[config.mk]
export PLATFORM = sky130hd
export DESIGN_NAME = serial_interrupt_fifo_control
export DESIGN_NICKNAME = d
export VERILOG_FILES = /design/src/include/serial_irq_pkg.sv /design/src/serial_interrupt_fifo_control.sv
export VERILOG_INCLUDE_DIRS = /design/src /design/src/include
export SDC_FILE = /design/constraint.sdc
export NUM_CORES = 1
export LEC_CHECK = 0
export ABC_AREA = 1
export BUFFER_PORTS_ARGS = -buffer_cell sky130_fd_sc_hd__buf_4
export CAP_MARGIN = 20
export CORE_MARGIN = 2
export CORE_UTILIZATION = 25
export CTS_BUF_LIST = sky130_fd_sc_hd__clkbuf_2 sky130_fd_sc_hd__clkbuf_4 sky130_fd_sc_hd__clkbuf_8
export DETAILED_ROUTE_END_ITERATION = 12
export GPL_TIMING_DRIVEN = 0
export SLEW_MARGIN = 10
export SYNTH_ARGS = -nofsm -noshare
export SYNTH_HDL_FRONTEND = slang
export SYNTH_SLANG_ARGS = --single-unit
[constraint.sdc]
create_clock -name mclk -period 1.9 [get_ports mclk]
set_input_delay 0.285 -clock mclk [delete_from_list [all_inputs] [get_ports mclk]]
set_output_delay 0.285 -clock mclk [all_outputs]
set_load 0.01 [all_outputs]
[src/include/serial_irq_defines.svh]
`ifndef SERIAL_IRQ_DEFINES_SVH
`define SERIAL_IRQ_DEFINES_SVH

// Register offsets
`define OFS_DATA        3'h0
`define OFS_INT_ENABLE  3'h1
`define OFS_INT_IDENT   3'h2
`define OFS_LINE_CTRL   3'h3
`define OFS_HANDSHAKE   3'h4
`define OFS_LINE_STATUS 3'h5
`define OFS_MODEM_STAT  3'h6
`define OFS_SCRATCH     3'h7

// Interrupt enable fields
`define IEN_RXDATA      0
`define IEN_THRE        1
`define IEN_LINE        2
`define IEN_MODEM       3

// FIFO control fields
`define FCTL_ENABLE     0
`define FCTL_RX_FLUSH   1
`define FCTL_TX_FLUSH   2
`define FCTL_PIN_MODE   3
`define FCTL_TRIG_LO    6
`define FCTL_TRIG_HI    7

// Handshake control fields
`define HCTL_TERM_READY 0
`define HCTL_INT_ENABLE 3
`define HCTL_WIDTH      5

// Identity codes, bits 3..0
`define ID_NONE         4'h1
`define ID_LINE         4'h6
`define ID_RXDATA       4'h4
`define ID_TIMEOUT      4'hc
`define ID_THRE         4'h2
`define ID_MODEM        4'h0

// Receive trigger levels in bytes
`define TRIG_LVL_0      5'h01
`define TRIG_LVL_1      5'h04
`define TRIG_LVL_2      5'h08
`define TRIG_LVL_3      5'h0e

// Character times of receive silence before timeout
`define TIMEOUT_CHARS   3'h4

// Reset values
`define RST_INT_ENABLE  4'h0
`define RST_HANDSHAKE   5'h00
`define RST_SCRATCH     8'h00
`define RST_TRIG        2'h0

`endif

[src/include/serial_irq_pkg.sv]
`default_nettype none
package serial_irq_pkg;
   typedef enum logic [2:0] {
      src_none,
      src_line,
      src_rxdata,
      src_timeout,
      src_thre,
      src_modem
   } irq_src_t;
endpackage
`default_nettype wire

[src/serial_interrupt_fifo_control.sv]
//
// Behaviour
// (RULE1) Rank interrupts: line status, receive data/timeout, transmit empty, modem status.
// (RULE2) Identity read freezes highest pending interrupt until it is serviced.
// (RULE3) Identity bit 0 reads 0 while an enabled interrupt pends, else 1.
// (RULE4) Identity codes 0110, 0100, 0010, 0000, and 0001 for nothing pending.
// (RULE5) Character timeout identifies as 1100 at receive data priority.
// (RULE6) Identity bits 5:4 read 0; bits 7:6 read 1 in FIFO mode.
// (RULE7) Timeout when receive FIFO nonempty and idle for four character times.
// (RULE8) Clear by line status read, receive read, identity read/holding write, modem read.
// (RULE9) Interrupt output driven only while handshake bit 3 is set.
// (RULE10) Enable bits: 0 rx data, 1 tx empty, 2 line, 3 modem; 7:4 zero.
// (RULE11) All enables clear inhibit identity and interrupt; status flags still update.
// (RULE12) Interrupt output is active high.
// (RULE13) Scratch register reads back as written and affects nothing else.
// (RULE14) FIFO control is written where identity is read.
// (RULE15) Control bit 0 enables both FIFOs without flushing them.
// (RULE16) Clearing control bit 0 discards receive error FIFO contents.
// (RULE17) Control bits 7:1 ignored unless bit 0 is 1 in the same write.
// (RULE18) Host should flush both FIFOs right after entering FIFO mode.
// (RULE19) Control bit 1 flushes receive FIFO and counters, then self-clears.
// (RULE20) Control bit 2 flushes transmit FIFO and counters, then self-clears.
// (RULE21) Control bit 3 with FIFOs on selects ready pin mode 1.
// (RULE22) Control bits 7:6 pick trigger level 1, 4, 8 or 14 bytes.
// (RULE23) Handshake bit 0 drives terminal-ready output inverted.
// (RULE24) Receive data interrupt follows fill at or above trigger level.
// (RULE25) Interrupt pin undriven while handshake bit 3 is 0.
//
// The register addresses and the strobed register port were chosen for this implementation.
`include "serial_irq_defines.svh"
`default_nettype none

module serial_interrupt_fifo_control #(
   parameter int FILL_W = 5
) (
   // Clock and reset
   input  wire logic              mclk,
   input  wire logic              rst,
   // Register port
   input  wire logic [2:0]        addr,
   input  wire logic [7:0]        wdata,
   input  wire logic              wr,
   input  wire logic              rd,
   output logic      [7:0]        rdata,
   // Data path of the rest of the channel
   input  wire logic [7:0]        rx_data_in,
   input  wire logic [7:0]        line_status_in,
   input  wire logic [7:0]        modem_status_in,
   input  wire logic [7:0]        line_ctrl_in,
   input  wire logic              line_err_evt,
   input  wire logic              modem_delta_evt,
   input  wire logic              rx_push_evt,
   input  wire logic              thr_empty_evt,
   input  wire logic              char_time_tick,
   input  wire logic [FILL_W-1:0] rx_fill,
   // Strobes and control levels to the rest of the channel
   output logic                   rx_pop,
   output logic                   tx_push,
   output logic                   line_ctrl_wr,
   output logic                   line_status_rd,
   output logic                   modem_status_rd,
   output logic                   rx_fifo_flush,
   output logic                   tx_fifo_flush,
   output logic                   rx_err_discard,
   output logic                   fifo_enable,
   output logic                   ready_pin_mode,
   output logic      [4:0]        handshake_ctrl,
   // Pins
   output logic                   term_ready_n,
   output logic                   irq_out,
   output logic                   irq_oe
);

   // Fill count must hold the top trigger level and a full FIFO
   if (FILL_W < 5 || FILL_W > 8) begin
      $error("FILL_W must be 5 to 8");
   end

   // Register state
   logic [3:0]                 int_enable_ff;
   logic [7:0]                 scratch_ff;
   logic [`HCTL_WIDTH-1:0]     handshake_ff;
   logic                       fifo_en_ff;
   logic                       pin_mode_ff;
   logic [1:0]                 trig_ff;
   logic                       rx_flush_ff;
   logic                       tx_flush_ff;
   logic                       discard_ff;
   logic [7:0]                 rdata_ff;

   // Interrupt state
   logic                       line_flag_ff;
   logic                       modem_flag_ff;
   logic                       rxdata_flag_ff;
   logic                       thre_flag_ff;
   logic                       timeout_flag_ff;
   logic [2:0]                 idle_chars_ff;
   logic                       frozen_ff;
   serial_irq_pkg::irq_src_t   frozen_src_ff;

   // Access decode
   logic                       rd_data;
   logic                       wr_data;
   logic                       rd_ident;
   logic                       wr_fctl;
   logic                       rd_line;
   logic                       rd_modem;

   // Data port pops on read and pushes on write
   assign rd_data  = rd && addr == `OFS_DATA;
   assign wr_data  = wr && addr == `OFS_DATA;
   assign rd_ident = rd && addr == `OFS_INT_IDENT;
   assign wr_fctl  = wr && addr == `OFS_INT_IDENT;  // see (RULE14)
   assign rd_line  = rd && addr == `OFS_LINE_STATUS;
   assign rd_modem = rd && addr == `OFS_MODEM_STAT;

   // Pending sources after enable gating
   logic [FILL_W-1:0]          trig_level;
   logic                       rx_level_hit;
   logic                       p_line;
   logic                       p_rx;
   logic                       p_tmo;
   logic                       p_thre;
   logic                       p_modem;
   serial_irq_pkg::irq_src_t   top_src;
   serial_irq_pkg::irq_src_t   shown_src;
   logic                       frozen_live;
   logic [3:0]                 ident_code;

   // Trigger level in bytes
   always_comb begin
      case (trig_ff)  // see (RULE22)
         2'h0:    trig_level = FILL_W'(`TRIG_LVL_0);
         2'h1:    trig_level = FILL_W'(`TRIG_LVL_1);
         2'h2:    trig_level = FILL_W'(`TRIG_LVL_2);
         default: trig_level = FILL_W'(`TRIG_LVL_3);
      endcase
   end

   assign rx_level_hit = rx_fill >= trig_level;  // see (RULE24)

   // see (RULE10) (RULE11)
   assign p_line  = line_flag_ff && int_enable_ff[`IEN_LINE];
   // Character mode uses the sticky flag, FIFO mode the fill level
   assign p_rx    = int_enable_ff[`IEN_RXDATA] && (fifo_en_ff ? rx_level_hit : rxdata_flag_ff);
   assign p_tmo   = int_enable_ff[`IEN_RXDATA] && timeout_flag_ff;
   assign p_thre  = thre_flag_ff && int_enable_ff[`IEN_THRE];
   assign p_modem = modem_flag_ff && int_enable_ff[`IEN_MODEM];

   always_comb begin
      // Fixed ranking, highest first; see (RULE1)
      if (p_line) begin
         top_src = serial_irq_pkg::src_line;
      end else if (p_rx) begin
         top_src = serial_irq_pkg::src_rxdata;
      end else if (p_tmo) begin
         top_src = serial_irq_pkg::src_timeout;  // see (RULE5)
      end else if (p_thre) begin
         top_src = serial_irq_pkg::src_thre;
      end else if (p_modem) begin
         top_src = serial_irq_pkg::src_modem;
      end else begin
         top_src = serial_irq_pkg::src_none;
      end
   end

   // Whether the held source still pends
   always_comb begin
      case (frozen_src_ff)
         serial_irq_pkg::src_line:    frozen_live = p_line;
         serial_irq_pkg::src_rxdata:  frozen_live = p_rx;
         serial_irq_pkg::src_timeout: frozen_live = p_tmo;
         serial_irq_pkg::src_thre:    frozen_live = p_thre;
         serial_irq_pkg::src_modem:   frozen_live = p_modem;
         default:                     frozen_live = 1'b0;
      endcase
   end

   // Held source stays shown until serviced; see (RULE2)
   assign shown_src = (frozen_ff && frozen_live) ? frozen_src_ff : top_src;

   always_comb begin
      case (shown_src)  // see (RULE4) (RULE5)
         serial_irq_pkg::src_line:    ident_code = `ID_LINE;
         serial_irq_pkg::src_rxdata:  ident_code = `ID_RXDATA;
         serial_irq_pkg::src_timeout: ident_code = `ID_TIMEOUT;
         serial_irq_pkg::src_thre:    ident_code = `ID_THRE;
         serial_irq_pkg::src_modem:   ident_code = `ID_MODEM;
         default:                     ident_code = `ID_NONE;  // see (RULE3)
      endcase
   end

   // Freeze on identity read
   // Released once the held source no longer pends
   always_ff @(posedge mclk or posedge rst) begin
      if (rst) begin
         frozen_ff     <= 1'b0;
         frozen_src_ff <= serial_irq_pkg::src_none;
      end else if (rd_ident && shown_src != serial_irq_pkg::src_none) begin
         frozen_ff     <= 1'b1;  // see (RULE2)
         frozen_src_ff <= shown_src;
      end else if (frozen_ff && !frozen_live) begin
         frozen_ff     <= 1'b0;
         frozen_src_ff <= serial_irq_pkg::src_none;
      end
   end

   // Sticky source flags: a set in the clearing cycle wins; see (RULE8)
   always_ff @(posedge mclk or posedge rst) begin
      if (rst) begin
         line_flag_ff <= 1'b0;
      end else if (line_err_evt) begin
         line_flag_ff <= 1'b1;
      end else if (rd_line) begin
         line_flag_ff <= 1'b0;
      end
   end

   always_ff @(posedge mclk or posedge rst) begin
      if (rst) begin
         modem_flag_ff <= 1'b0;
      end else if (modem_delta_evt) begin
         modem_flag_ff <= 1'b1;
      end else if (rd_modem) begin
         modem_flag_ff <= 1'b0;
      end
   end

   always_ff @(posedge mclk or posedge rst) begin
      if (rst) begin
         rxdata_flag_ff <= 1'b0;
      end else if (rx_push_evt) begin
         rxdata_flag_ff <= 1'b1;
      end else if (rd_data) begin
         rxdata_flag_ff <= 1'b0;  // see (RULE8)
      end
   end

   always_ff @(posedge mclk or posedge rst) begin
      if (rst) begin
         thre_flag_ff <= 1'b0;
      end else if (thr_empty_evt) begin
         thre_flag_ff <= 1'b1;
      // Identity read clears it only while holding empty is shown
      end else if (wr_data || (rd_ident && shown_src == serial_irq_pkg::src_thre)) begin
         thre_flag_ff <= 1'b0;  // see (RULE8)
      end
   end

   // Receive silence counter in character times
   // Saturates at the limit so a long silence cannot wrap
   always_ff @(posedge mclk or posedge rst) begin
      if (rst) begin
         idle_chars_ff <= 3'h0;
      end else if (!fifo_en_ff || rx_push_evt || rd_data || rx_flush_ff || rx_fill == '0) begin
         idle_chars_ff <= 3'h0;  // see (RULE7)
      end else if (char_time_tick && idle_chars_ff != `TIMEOUT_CHARS) begin
         idle_chars_ff <= idle_chars_ff + 3'h1;
      end
   end

   always_ff @(posedge mclk or posedge rst) begin
      if (rst) begin
         timeout_flag_ff <= 1'b0;
      end else if (rd_data || !fifo_en_ff || rx_flush_ff) begin
         // Read restarts the timer, so clearing goes first here
         timeout_flag_ff <= 1'b0;  // see (RULE8)
      end else if (rx_fill != '0 && idle_chars_ff == `TIMEOUT_CHARS) begin
         timeout_flag_ff <= 1'b1;  // see (RULE7)
      end
   end

   // Interrupt enable
   always_ff @(posedge mclk or posedge rst) begin
      if (rst) begin
         int_enable_ff <= `RST_INT_ENABLE;
      end else if (wr && addr == `OFS_INT_ENABLE) begin
         int_enable_ff <= wdata[3:0];  // see (RULE10)
      end
   end

   // Scratch
   // No side effect on any other function
   always_ff @(posedge mclk or posedge rst) begin
      if (rst) begin
         scratch_ff <= `RST_SCRATCH;
      end else if (wr && addr == `OFS_SCRATCH) begin
         scratch_ff <= wdata;  // see (RULE13)
      end
   end

   // Handshake control
   // Bits 7:5 are not stored and read as zero
   always_ff @(posedge mclk or posedge rst) begin
      if (rst) begin
         handshake_ff <= `RST_HANDSHAKE;
      end else if (wr && addr == `OFS_HANDSHAKE) begin
         handshake_ff <= wdata[`HCTL_WIDTH-1:0];
      end
   end

   // FIFO control; bits above 0 only taken with bit 0 set
   // Pin mode and trigger are kept while the FIFOs are off
   always_ff @(posedge mclk or posedge rst) begin
      if (rst) begin
         fifo_en_ff  <= 1'b0;
         pin_mode_ff <= 1'b0;
         trig_ff     <= `RST_TRIG;
      end else if (wr_fctl) begin
         fifo_en_ff <= wdata[`FCTL_ENABLE];  // see (RULE15)
         if (wdata[`FCTL_ENABLE]) begin
            pin_mode_ff <= wdata[`FCTL_PIN_MODE];  // see (RULE17)
            trig_ff     <= wdata[`FCTL_TRIG_HI:`FCTL_TRIG_LO];
         end
      end
   end

   // One-cycle flush pulses; nothing to clear afterwards
   always_ff @(posedge mclk or posedge rst) begin
      if (rst) begin
         rx_flush_ff <= 1'b0;
         tx_flush_ff <= 1'b0;
         discard_ff  <= 1'b0;
      end else begin
         rx_flush_ff <= wr_fctl && wdata[`FCTL_ENABLE] && wdata[`FCTL_RX_FLUSH];  // see (RULE19)
         tx_flush_ff <= wr_fctl && wdata[`FCTL_ENABLE] && wdata[`FCTL_TX_FLUSH];  // see (RULE20)
         discard_ff  <= wr_fctl && !wdata[`FCTL_ENABLE];  // see (RULE16)
      end
   end

   // Read data, one cycle after the strobe
   always_ff @(posedge mclk or posedge rst) begin
      if (rst) begin
         rdata_ff <= 8'h00;
      end else if (rd) begin
         if (addr == `OFS_DATA) begin
            rdata_ff <= rx_data_in;
         end else if (addr == `OFS_INT_ENABLE) begin
            rdata_ff <= {4'h0, int_enable_ff};
         end else if (addr == `OFS_INT_IDENT) begin
            rdata_ff <= {{2{fifo_en_ff}}, 2'h0, ident_code};  // see (RULE6)
         end else if (addr == `OFS_LINE_CTRL) begin
            rdata_ff <= line_ctrl_in;
         end else if (addr == `OFS_HANDSHAKE) begin
            rdata_ff <= {3'h0, handshake_ff};
         end else if (addr == `OFS_LINE_STATUS) begin
            rdata_ff <= line_status_in;
         end else if (addr == `OFS_MODEM_STAT) begin
            rdata_ff <= modem_status_in;
         end else begin
            rdata_ff <= scratch_ff;
         end
      end
   end

   assign rdata           = rdata_ff;
   assign rx_pop          = rd_data;
   assign tx_push         = wr_data;
   assign line_ctrl_wr    = wr && addr == `OFS_LINE_CTRL;
   assign line_status_rd  = rd_line;
   assign modem_status_rd = rd_modem;
   assign rx_fifo_flush   = rx_flush_ff;
   assign tx_fifo_flush   = tx_flush_ff;
   assign rx_err_discard  = discard_ff;
   assign fifo_enable     = fifo_en_ff;
   assign ready_pin_mode  = fifo_en_ff && pin_mode_ff;  // see (RULE21)
   assign handshake_ctrl  = handshake_ff;
   assign term_ready_n    = !handshake_ff[`HCTL_TERM_READY];  // see (RULE23)
   // Live ranking: a held identity never hides a newer request
   // Active-high request, enabled by handshake bit 3; see (RULE9) (RULE12) (RULE25)
   assign irq_out         = handshake_ff[`HCTL_INT_ENABLE] && top_src != serial_irq_pkg::src_none;
   assign irq_oe          = handshake_ff[`HCTL_INT_ENABLE];

endmodule

`default_nettype wire

==> results.sh, run 1 <==
export IMPL_synthesis_instances=375
export IMPL_worst_pin_slew_ns=0.563
export IMPL_hold_class="input port to asynchronous set/reset pin"
export IMPL_failed_checks="negative setup slack"
export IMPL_reg2reg_from="trig_ff[1]$_DFFE_PP0P_"
export IMPL_fp_row_count=38
export IMPL_ant_nets=0
export IMPL_grt_max_degree=25
export IMPL_die_h_um=109
export IMPL_io_pins=83
export IMPL_overflow=0
export IMPL_crit_slowest_cell="dfrtp_1"
export IMPL_antenna_cells_inserted=0
export IMPL_crit_required_ns=1.62
export IMPL_setup_ws_ns=-0.367
export IMPL_startpoint_type="register"
export IMPL_antenna_found_initial=0
export IMPL_gp_congestion=0.866
export IMPL_finish_cell_count_without_fillers=616
export IMPL_critPathMaxStageDelay_ns=0.40
export IMPL_clock_root_buffer="clkbuf_8"
export IMPL_leakage_uw=0.00200
export IMPL_yosysTopAreaCellShare_pct=40.0
export IMPL_nets=538
export IMPL_ys_warn_count=0
export IMPL_wl_um=8570
export IMPL_final_setup_viol_count=10
export IMPL_critPathCaptureType="output pin"
export IMPL_fmax_mhz=441
export IMPL_final_common_cell="buf_4"
export IMPL_drt_pass1_iterations=4
export IMPL_synth_compound_area_share_pct=15.1
export IMPL_final_max_slew_viol_count=0
export IMPL_path_cells="nand2_1 -> ha_1 -> inv_2 -> nor2_2 -> nand3_2 -> nand3_4 -> nand2_4 -> nand2_1 -> nand2_2 -> a31oi_4 -> buf_6"
export IMPL_drc_errors=0
export IMPL_gr_usage_all_layers_pct=14.6
export IMPL_synth_fp_nets=438
export IMPL_mostFrequentLayoutCells="buf_4, nand2_1, dfrtp_1, inv_1, nor2_1"
export IMPL_path_max_fanout=4
export IMPL_io_buffers=81
export IMPL_start_util_pct=25.5
export IMPL_yosysTopAreaCell="dfrtp_1"
export IMPL_timing_slew_headroom_pct=62.4
export IMPL_grt_setup_unrepaired="true"
export IMPL_sw_frac_of_total_pct=36.4
export IMPL_p_per_area_mw_per_mm2=840
export IMPL_htree_levels=2
export IMPL_area_growth_pct=42.9
export IMPL_num_vias=2821
export IMPL_criticalPathCategory="register to output pin"
export IMPL_arrival_ns=1.98
export IMPL_synth_top_family_by_area="simple AND/OR/NAND/NOR gates"
export IMPL_pwr_share_clk_pct=23.5
export IMPL_p_comb_share_pct=39.0
export IMPL_cts_made_buffers=5
export IMPL_cts_tree="built"
export IMPL_ff2ff_setup_slack_ns=-0.31
export IMPL_synth_xor_area_share_pct=0.318
export IMPL_synth_cell_types=37
export IMPL_final_setup_skew_ns=0.00500
export IMPL_avgSynthCellArea_um2=7.34
export IMPL_status="complete, but fails checks"
export IMPL_grt_pass1_vias=2804
export IMPL_cts_buffer_depth=2
export IMPL_fillers=1159
export IMPL_hold_violations=0
export IMPL_post_route_period_util_pct=119
export IMPL_cp_top_family="simple AND/OR/NAND/NOR gates"
export IMPL_clk_latency_ns=0.30
export IMPL_ys_seq_area_share_pct=40.0
export IMPL_clock_sinks=44
export IMPL_ir_drop_uv=487
export IMPL_p_int_uw=2100
export IMPL_maxCapViolations=0
export IMPL_synth_area_leaders="dfrtp_1, nand2_1, inv_1"
export IMPL_p_seq_share_pct=37.5
export IMPL_clkTransAtPathRegs_ns=0.09
export IMPL_grt_pass1_wl_um=13500
export IMPL_drive_gt1_share_pct=36.8
export IMPL_critical_path_buf_inv_count=2
export IMPL_core_region_area_mm2=0.0108
export IMPL_tns_ns=-2.27
export IMPL_die_area_mm2=0.0119
export IMPL_cp_common_cell="nand2_1"
export IMPL_synth_simple_area_share_pct=33.1
export IMPL_synthMuxAreaShare_pct=0
export IMPL_reg2regPathDepth=18
export IMPL_initialDrtViolationCount=131
export IMPL_synth_adder_area_share_pct=2.73
export IMPL_wire_per_inst_um=13.9
export IMPL_placed_cells=597
export IMPL_min_period_ns=2.27
export IMPL_switchingPower_uw=1200
export IMPL_synth_seq_cells=44
export IMPL_reg2reg_to="rdata[1]$_DFFE_PP0P_"
export IMPL_vias_per_cell=4.58
export IMPL_dp_hpwl_um=6630
export IMPL_syn_area_mm2=0.00275
export IMPL_die_w_um=109
-- through the flow --
| stage | hold slack, ns | utilization [%] | total power (uW) | setup WS [ns] | area [um2] |
|---|---|---|---|---|---|
| global route | 0.0339 | 36.5 | 3530 | -0.507 | 3940 |
| detailed placement | 0.353 | 33.0 | 2290 | -0.151 | 3560 |
| global placement | 0.463 | 32.8 | 2280 | -0.164 | 3540 |
| floorplan | 0.358 | - | 1890 | 0.143 | 2750 |
| CTS | 0.0235 | 35.2 | 3170 | -0.365 | 3800 |
| finish | 0.00929 | 36.5 | 3300 | -0.367 | 3940 |
-- cells in the mapped netlist --
cell type	count
o2111ai_1	1
nor4_1	1
nor3_2	1
clkbuf_1	1
o211ai_2	2
a21oi_2	1
nor3_1	4
a31oi_1	2
buf_6	2
o21bai_1	4
o21a_1	1
dfrtp_1	44
inv_2	7
o211ai_1	2
nand2_2	8
o21ai_0	18
ha_1	6
nand2_4	4
nand3_2	5
nand2_1	101
nor2_1	40
o21ai_1	9
buf_4	2
clkinv_1	1
nor3_4	2
a21oi_1	18
o21ai_2	3
xor2_1	1
nand3_1	26
o221ai_1	1
a22o_1	2
a22oi_2	1
inv_1	44
nor2_2	4
buf_2	1
o22ai_1	3
nand4_1	2
-- registers in the layout (all words and copies together), names as in the netlist, 2 cells and up --
| name | cells |
|---|---|
| frozen_src_ff | 3 |
| handshake_ctrl | 5 |
| idle_chars_ff | 3 |
| int_enable_ff | 4 |
| rdata | 8 |
| scratch_ff | 8 |
| trig_ff | 2 |
-- worst max path at each step --
| stage | startpoint | cells past startpoint | endpoint |
|---|---|---|---|
| after floorplan | trig_ff[0]$_DFFE_PP0P_ | 17 | rdata[1]$_DFFE_PP0P_ |
| after global placement | trig_ff[0]$_DFFE_PP0P_ | 10 | irq_out |
| after detailed placement | trig_ff[1]$_DFFE_PP0P_ | 10 | irq_out |
| after CTS | trig_ff[0]$_DFFE_PP0P_ | 12 | irq_out |
| after global routing | trig_ff[0]$_DFFE_PP0P_ | 11 | irq_out |
| final | trig_ff[0]$_DFFE_PP0P_ | 11 | irq_out |
-- final cells by class --
cell class	instances	area (um2)	share of cell area (%)
plain buffers	6	46.3	1.18
clock buffers	6	82.6	2.10
clock inverters	2	38.8	0.986
inverters	52	198	5.02
multi-input cells	273	1570	39.8
flip-flops and latches	44	1100	28.0
well taps	140	175	4.45
repair buffers	93	726	18.4
-- layer usage --
layer  up-vias  share of wire, %  track usage, %
met1      1323                45            19.3
met3        16               4.8            2.93
met4         0               1.8            3.66
li1       1411                 -               -
met5         -                 0               0
met2        71                49            24.2
-- cell families after synthesis --
group / Yosys count
and+or+nand+nor: 198
AOI/OAI and AO/OA: 68
buffers and inverters: 58
DFF: 44
adders and majority gates: 6
xor gates and xnor gates: 1
-- worst register-to-register path: stages, from the launching register on --
cell	delay, ns
dfrtp_1	0.41
nor2_1	0.13
ha_1	0.24
inv_1	0.05
nand2_1	0.05
nand3_2	0.09
nand3_4	0.09
nand2_4	0.08
nand4_1	0.18
buf_4	0.21
buf_4	0.13
nand2_2	0.07
nand2_2	0.06
nand2_1	0.06
nand2_1	0.05
nand2_1	0.05
nand2_1	0.04
nand2_1	0.07
nand2_1	0.05
-- power by group through the flow --
stage / clock network (uW) / registers [uW] / logic, uW
2_1_floorplan: 0 / 1230 / 651
3_3_place_gp: 0 / 1250 / 1030
3_5_place_dp: 0 / 1250 / 1040
4_1_cts: 794 / 1240 / 1140
5_1_grt: 838 / 1270 / 1430
6_report: 776 / 1240 / 1290
-- timing repair --
item | 4_1_cts | 5_1_grt
endpoints found under the hold margin | 0 | 0
buffers inserted | 8 | 4
pin swaps | 8 | 14
gates resized for setup | 14 | 28
hold buffers | 0 | 0
endpoints found under the setup margin | 9 | 10
Power figures use the tool's default switching activity.
==> run 2, diff against run 1 <==
--- a/config.mk
+++ b/config.mk
@@ -9,5 +9,4 @@
 export ABC_AREA = 1
 export BUFFER_PORTS_ARGS = -buffer_cell sky130_fd_sc_hd__buf_4
-export CAP_MARGIN = 20
 export CORE_MARGIN = 2
 export CORE_UTILIZATION = 25
==> constraint.sdc (replaced) <==
create_clock -name mclk -period 1.9 [get_ports mclk]
set_input_delay 0.285 -clock mclk [delete_from_list [all_inputs] [get_ports mclk]]
set_output_delay 0.285 -clock mclk [all_outputs]
set_load 0.02 [all_outputs]
==> run 2 against run 1 <==
- the flow still finishes with violations (negative setup slack)
- utilization up 0.83 points
- critical path depth shrank 1
- sequential cell count unchanged
- global-route usage grew 0.14 points
- routed wire length is 3.0% higher
- largest cell class unchanged
- highest routed layer unchanged
==> results.sh, run 2 (synthesis results as in run 1) <==
export IMPL_mostFrequentLayoutCells="buf_4, nand2_1, dfrtp_1, inv_1, nor2_1"
export IMPL_path_max_fanout=3
export IMPL_fmax_mhz=435
export IMPL_clkTransAtPathRegs_ns=0.09
export IMPL_drive_gt1_share_pct=37.7
export IMPL_grt_setup_unrepaired="true"
export IMPL_wl_um=8830
export IMPL_p_per_area_mw_per_mm2=858
export IMPL_io_pins=83
export IMPL_maxCapViolations=0
export IMPL_crit_required_ns=1.62
export IMPL_gr_usage_all_layers_pct=14.7
export IMPL_startpoint_type="register"
export IMPL_die_h_um=109
export IMPL_cts_made_buffers=5
export IMPL_switchingPower_uw=1320
export IMPL_initialDrtViolationCount=140
export IMPL_num_vias=2848
export IMPL_gp_congestion=0.866
export IMPL_drt_pass1_iterations=4
export IMPL_criticalPathCategory="register to output pin"
export IMPL_antenna_found_initial=0
export IMPL_cts_tree="built"
export IMPL_final_common_cell="buf_4"
export IMPL_timing_slew_headroom_pct=62.6
export IMPL_finalInstanceArea_mm2=0.00403
export IMPL_setup_ws_ns=-0.400
export IMPL_clock_sinks=44
export IMPL_hold_violations=0
export IMPL_p_int_uw=2130
export IMPL_min_period_ns=2.30
export IMPL_use_met2_pct=24.6
export IMPL_final_max_slew_viol_count=0
export IMPL_drc_errors=0
export IMPL_final_setup_skew_ns=0.00420
export IMPL_hold_class="input port to asynchronous set/reset pin"
export IMPL_vias_per_cell=4.61
export IMPL_nets=540
export IMPL_die_w_um=109
export IMPL_leakage_uw=0.00203
export IMPL_p_comb_share_pct=41.5
export IMPL_ir_drop_uv=503
export IMPL_ant_nets=0
export IMPL_pwr_share_clk_pct=22.5
export IMPL_wire_per_inst_um=14.3
export IMPL_use_met3_pct=2.93
export IMPL_worst_pin_slew_ns=0.560
export IMPL_io_buffers=81
export IMPL_htree_levels=2
export IMPL_core_region_area_mm2=0.0108
export IMPL_antenna_cells_inserted=0
export IMPL_fp_row_count=38
export IMPL_failed_checks="negative setup slack"
export IMPL_critPathCaptureType="output pin"
export IMPL_die_area_mm2=0.0119
export IMPL_power_total_uw=3460
export IMPL_clk_latency_ns=0.30
export IMPL_post_route_period_util_pct=121
export IMPL_dp_hpwl_um=6630
export IMPL_cts_buffer_depth=2
export IMPL_arrival_ns=2.02
export IMPL_grt_max_degree=25
export IMPL_sw_frac_of_total_pct=38.3
export IMPL_use_met1_pct=19.4
export IMPL_start_util_pct=25.5
export IMPL_grt_pass1_vias=2814
export IMPL_top_usage_layer="met2"
export IMPL_overflow=0
export IMPL_placed_area_mm2=0.00356
export IMPL_area_growth_pct=46.2
export IMPL_holdBufCountCts=0
export IMPL_status="complete, but fails checks"
export IMPL_clock_root_buffer="clkbuf_8"
export IMPL_grt_pass1_wl_um=13600
export IMPL_final_setup_viol_count=10
export IMPL_p_seq_share_pct=36.1
run 2: final cells by class:
class | count | area, um2
repair buffers | 95 | 744
clock inverters | 2 | 38.8
inverters | 52 | 198
fillers | 1144 | 6770
clock buffers | 6 | 82.6
flip-flops and latches | 44 | 1100
multi-input cells | 273 | 1640
plain buffers | 6 | 46.3
well taps | 140 | 175
run 2: critical path, stage by stage, from the launching register on:
cell     delay [ns]
dfrtp_1        0.42
inv_2          0.09
ha_4           0.20
nand2_1        0.06
inv_1          0.05
nor2_2         0.15
nand3_4        0.11
nand2_4        0.08
nand4_1        0.18
a31oi_4        0.24
buf_6          0.14
run 2: path summary, 6_finish.rpt:
path | startpoint | end | slack (ns) | cells past startpoint
worst max-delay path | trig_ff[1]$_DFFE_PP0P_ | irq_out | -0.40 | 10
worst min-delay path | rst | idle_chars_ff[0]$_DFFE_PP0P_ | 0.009 | 2
worst max register to register | trig_ff[0]$_DFFE_PP0P_ | rdata[1]$_DFFE_PP0P_ | -0.37 | 21
worst min register to register | rx_fifo_flush$_DFF_PP0_ | timeout_flag_ff$_DFFE_PP0P_ | 0.48 | 1
max in group asynchronous | rst | line_flag_ff$_DFFE_PP0P_ | 1.41 | 3
min in group mclk | modem_delta_evt | modem_flag_ff$_DFFE_PP0P_ | 0.18 | 2
run 2: stage by stage:
| stage | setup slack (ns) | setup TNS [ns] | instances | hold WS (ns) | utilization [%] |
|---|---|---|---|---|---|
| after floorplan | 0.0171 | 0 | 375 | 0.358 | - |
| after global placement | -0.185 | -2.61 | 596 | 0.463 | 32.8 |
| after detailed placement | -0.172 | -0.826 | 597 | 0.353 | 33.0 |
| after CTS | -0.365 | -2.01 | 616 | 0.0235 | 35.8 |
| after global routing | -0.553 | -3.51 | 618 | 0.0339 | 37.3 |
| final | -0.400 | -2.14 | 618 | 0.00919 | 37.3 |
run 2: power by group through the flow:
stage / Combinational (uW) / Clock, uW / Sequential (uW)
floorplan: 666 / 0 / 1280
global placement: 1090 / 0 / 1250
detailed placement: 1100 / 0 / 1250
CTS: 1240 / 794 / 1240
global route: 1580 / 838 / 1270
finish: 1430 / 777 / 1250
run 2: timing repair:
| action | in CTS | in global routing |
|---|---|---|
| pin swaps | 12 | 11 |
| gates resized for setup | 23 | 33 |
| endpoints found under the hold margin | 0 | 0 |
| endpoints found under the setup margin | 9 | 10 |
| setup buffers | 12 | 4 |
run 2: metal layers:
metal / vias to the layer above / share of wire [%]
li1: 1421 / -
met1: 1329 / 43
met2: 80 / 50
met3: 18 / 5.7
met4: 0 / 2.0
met5: - / 0
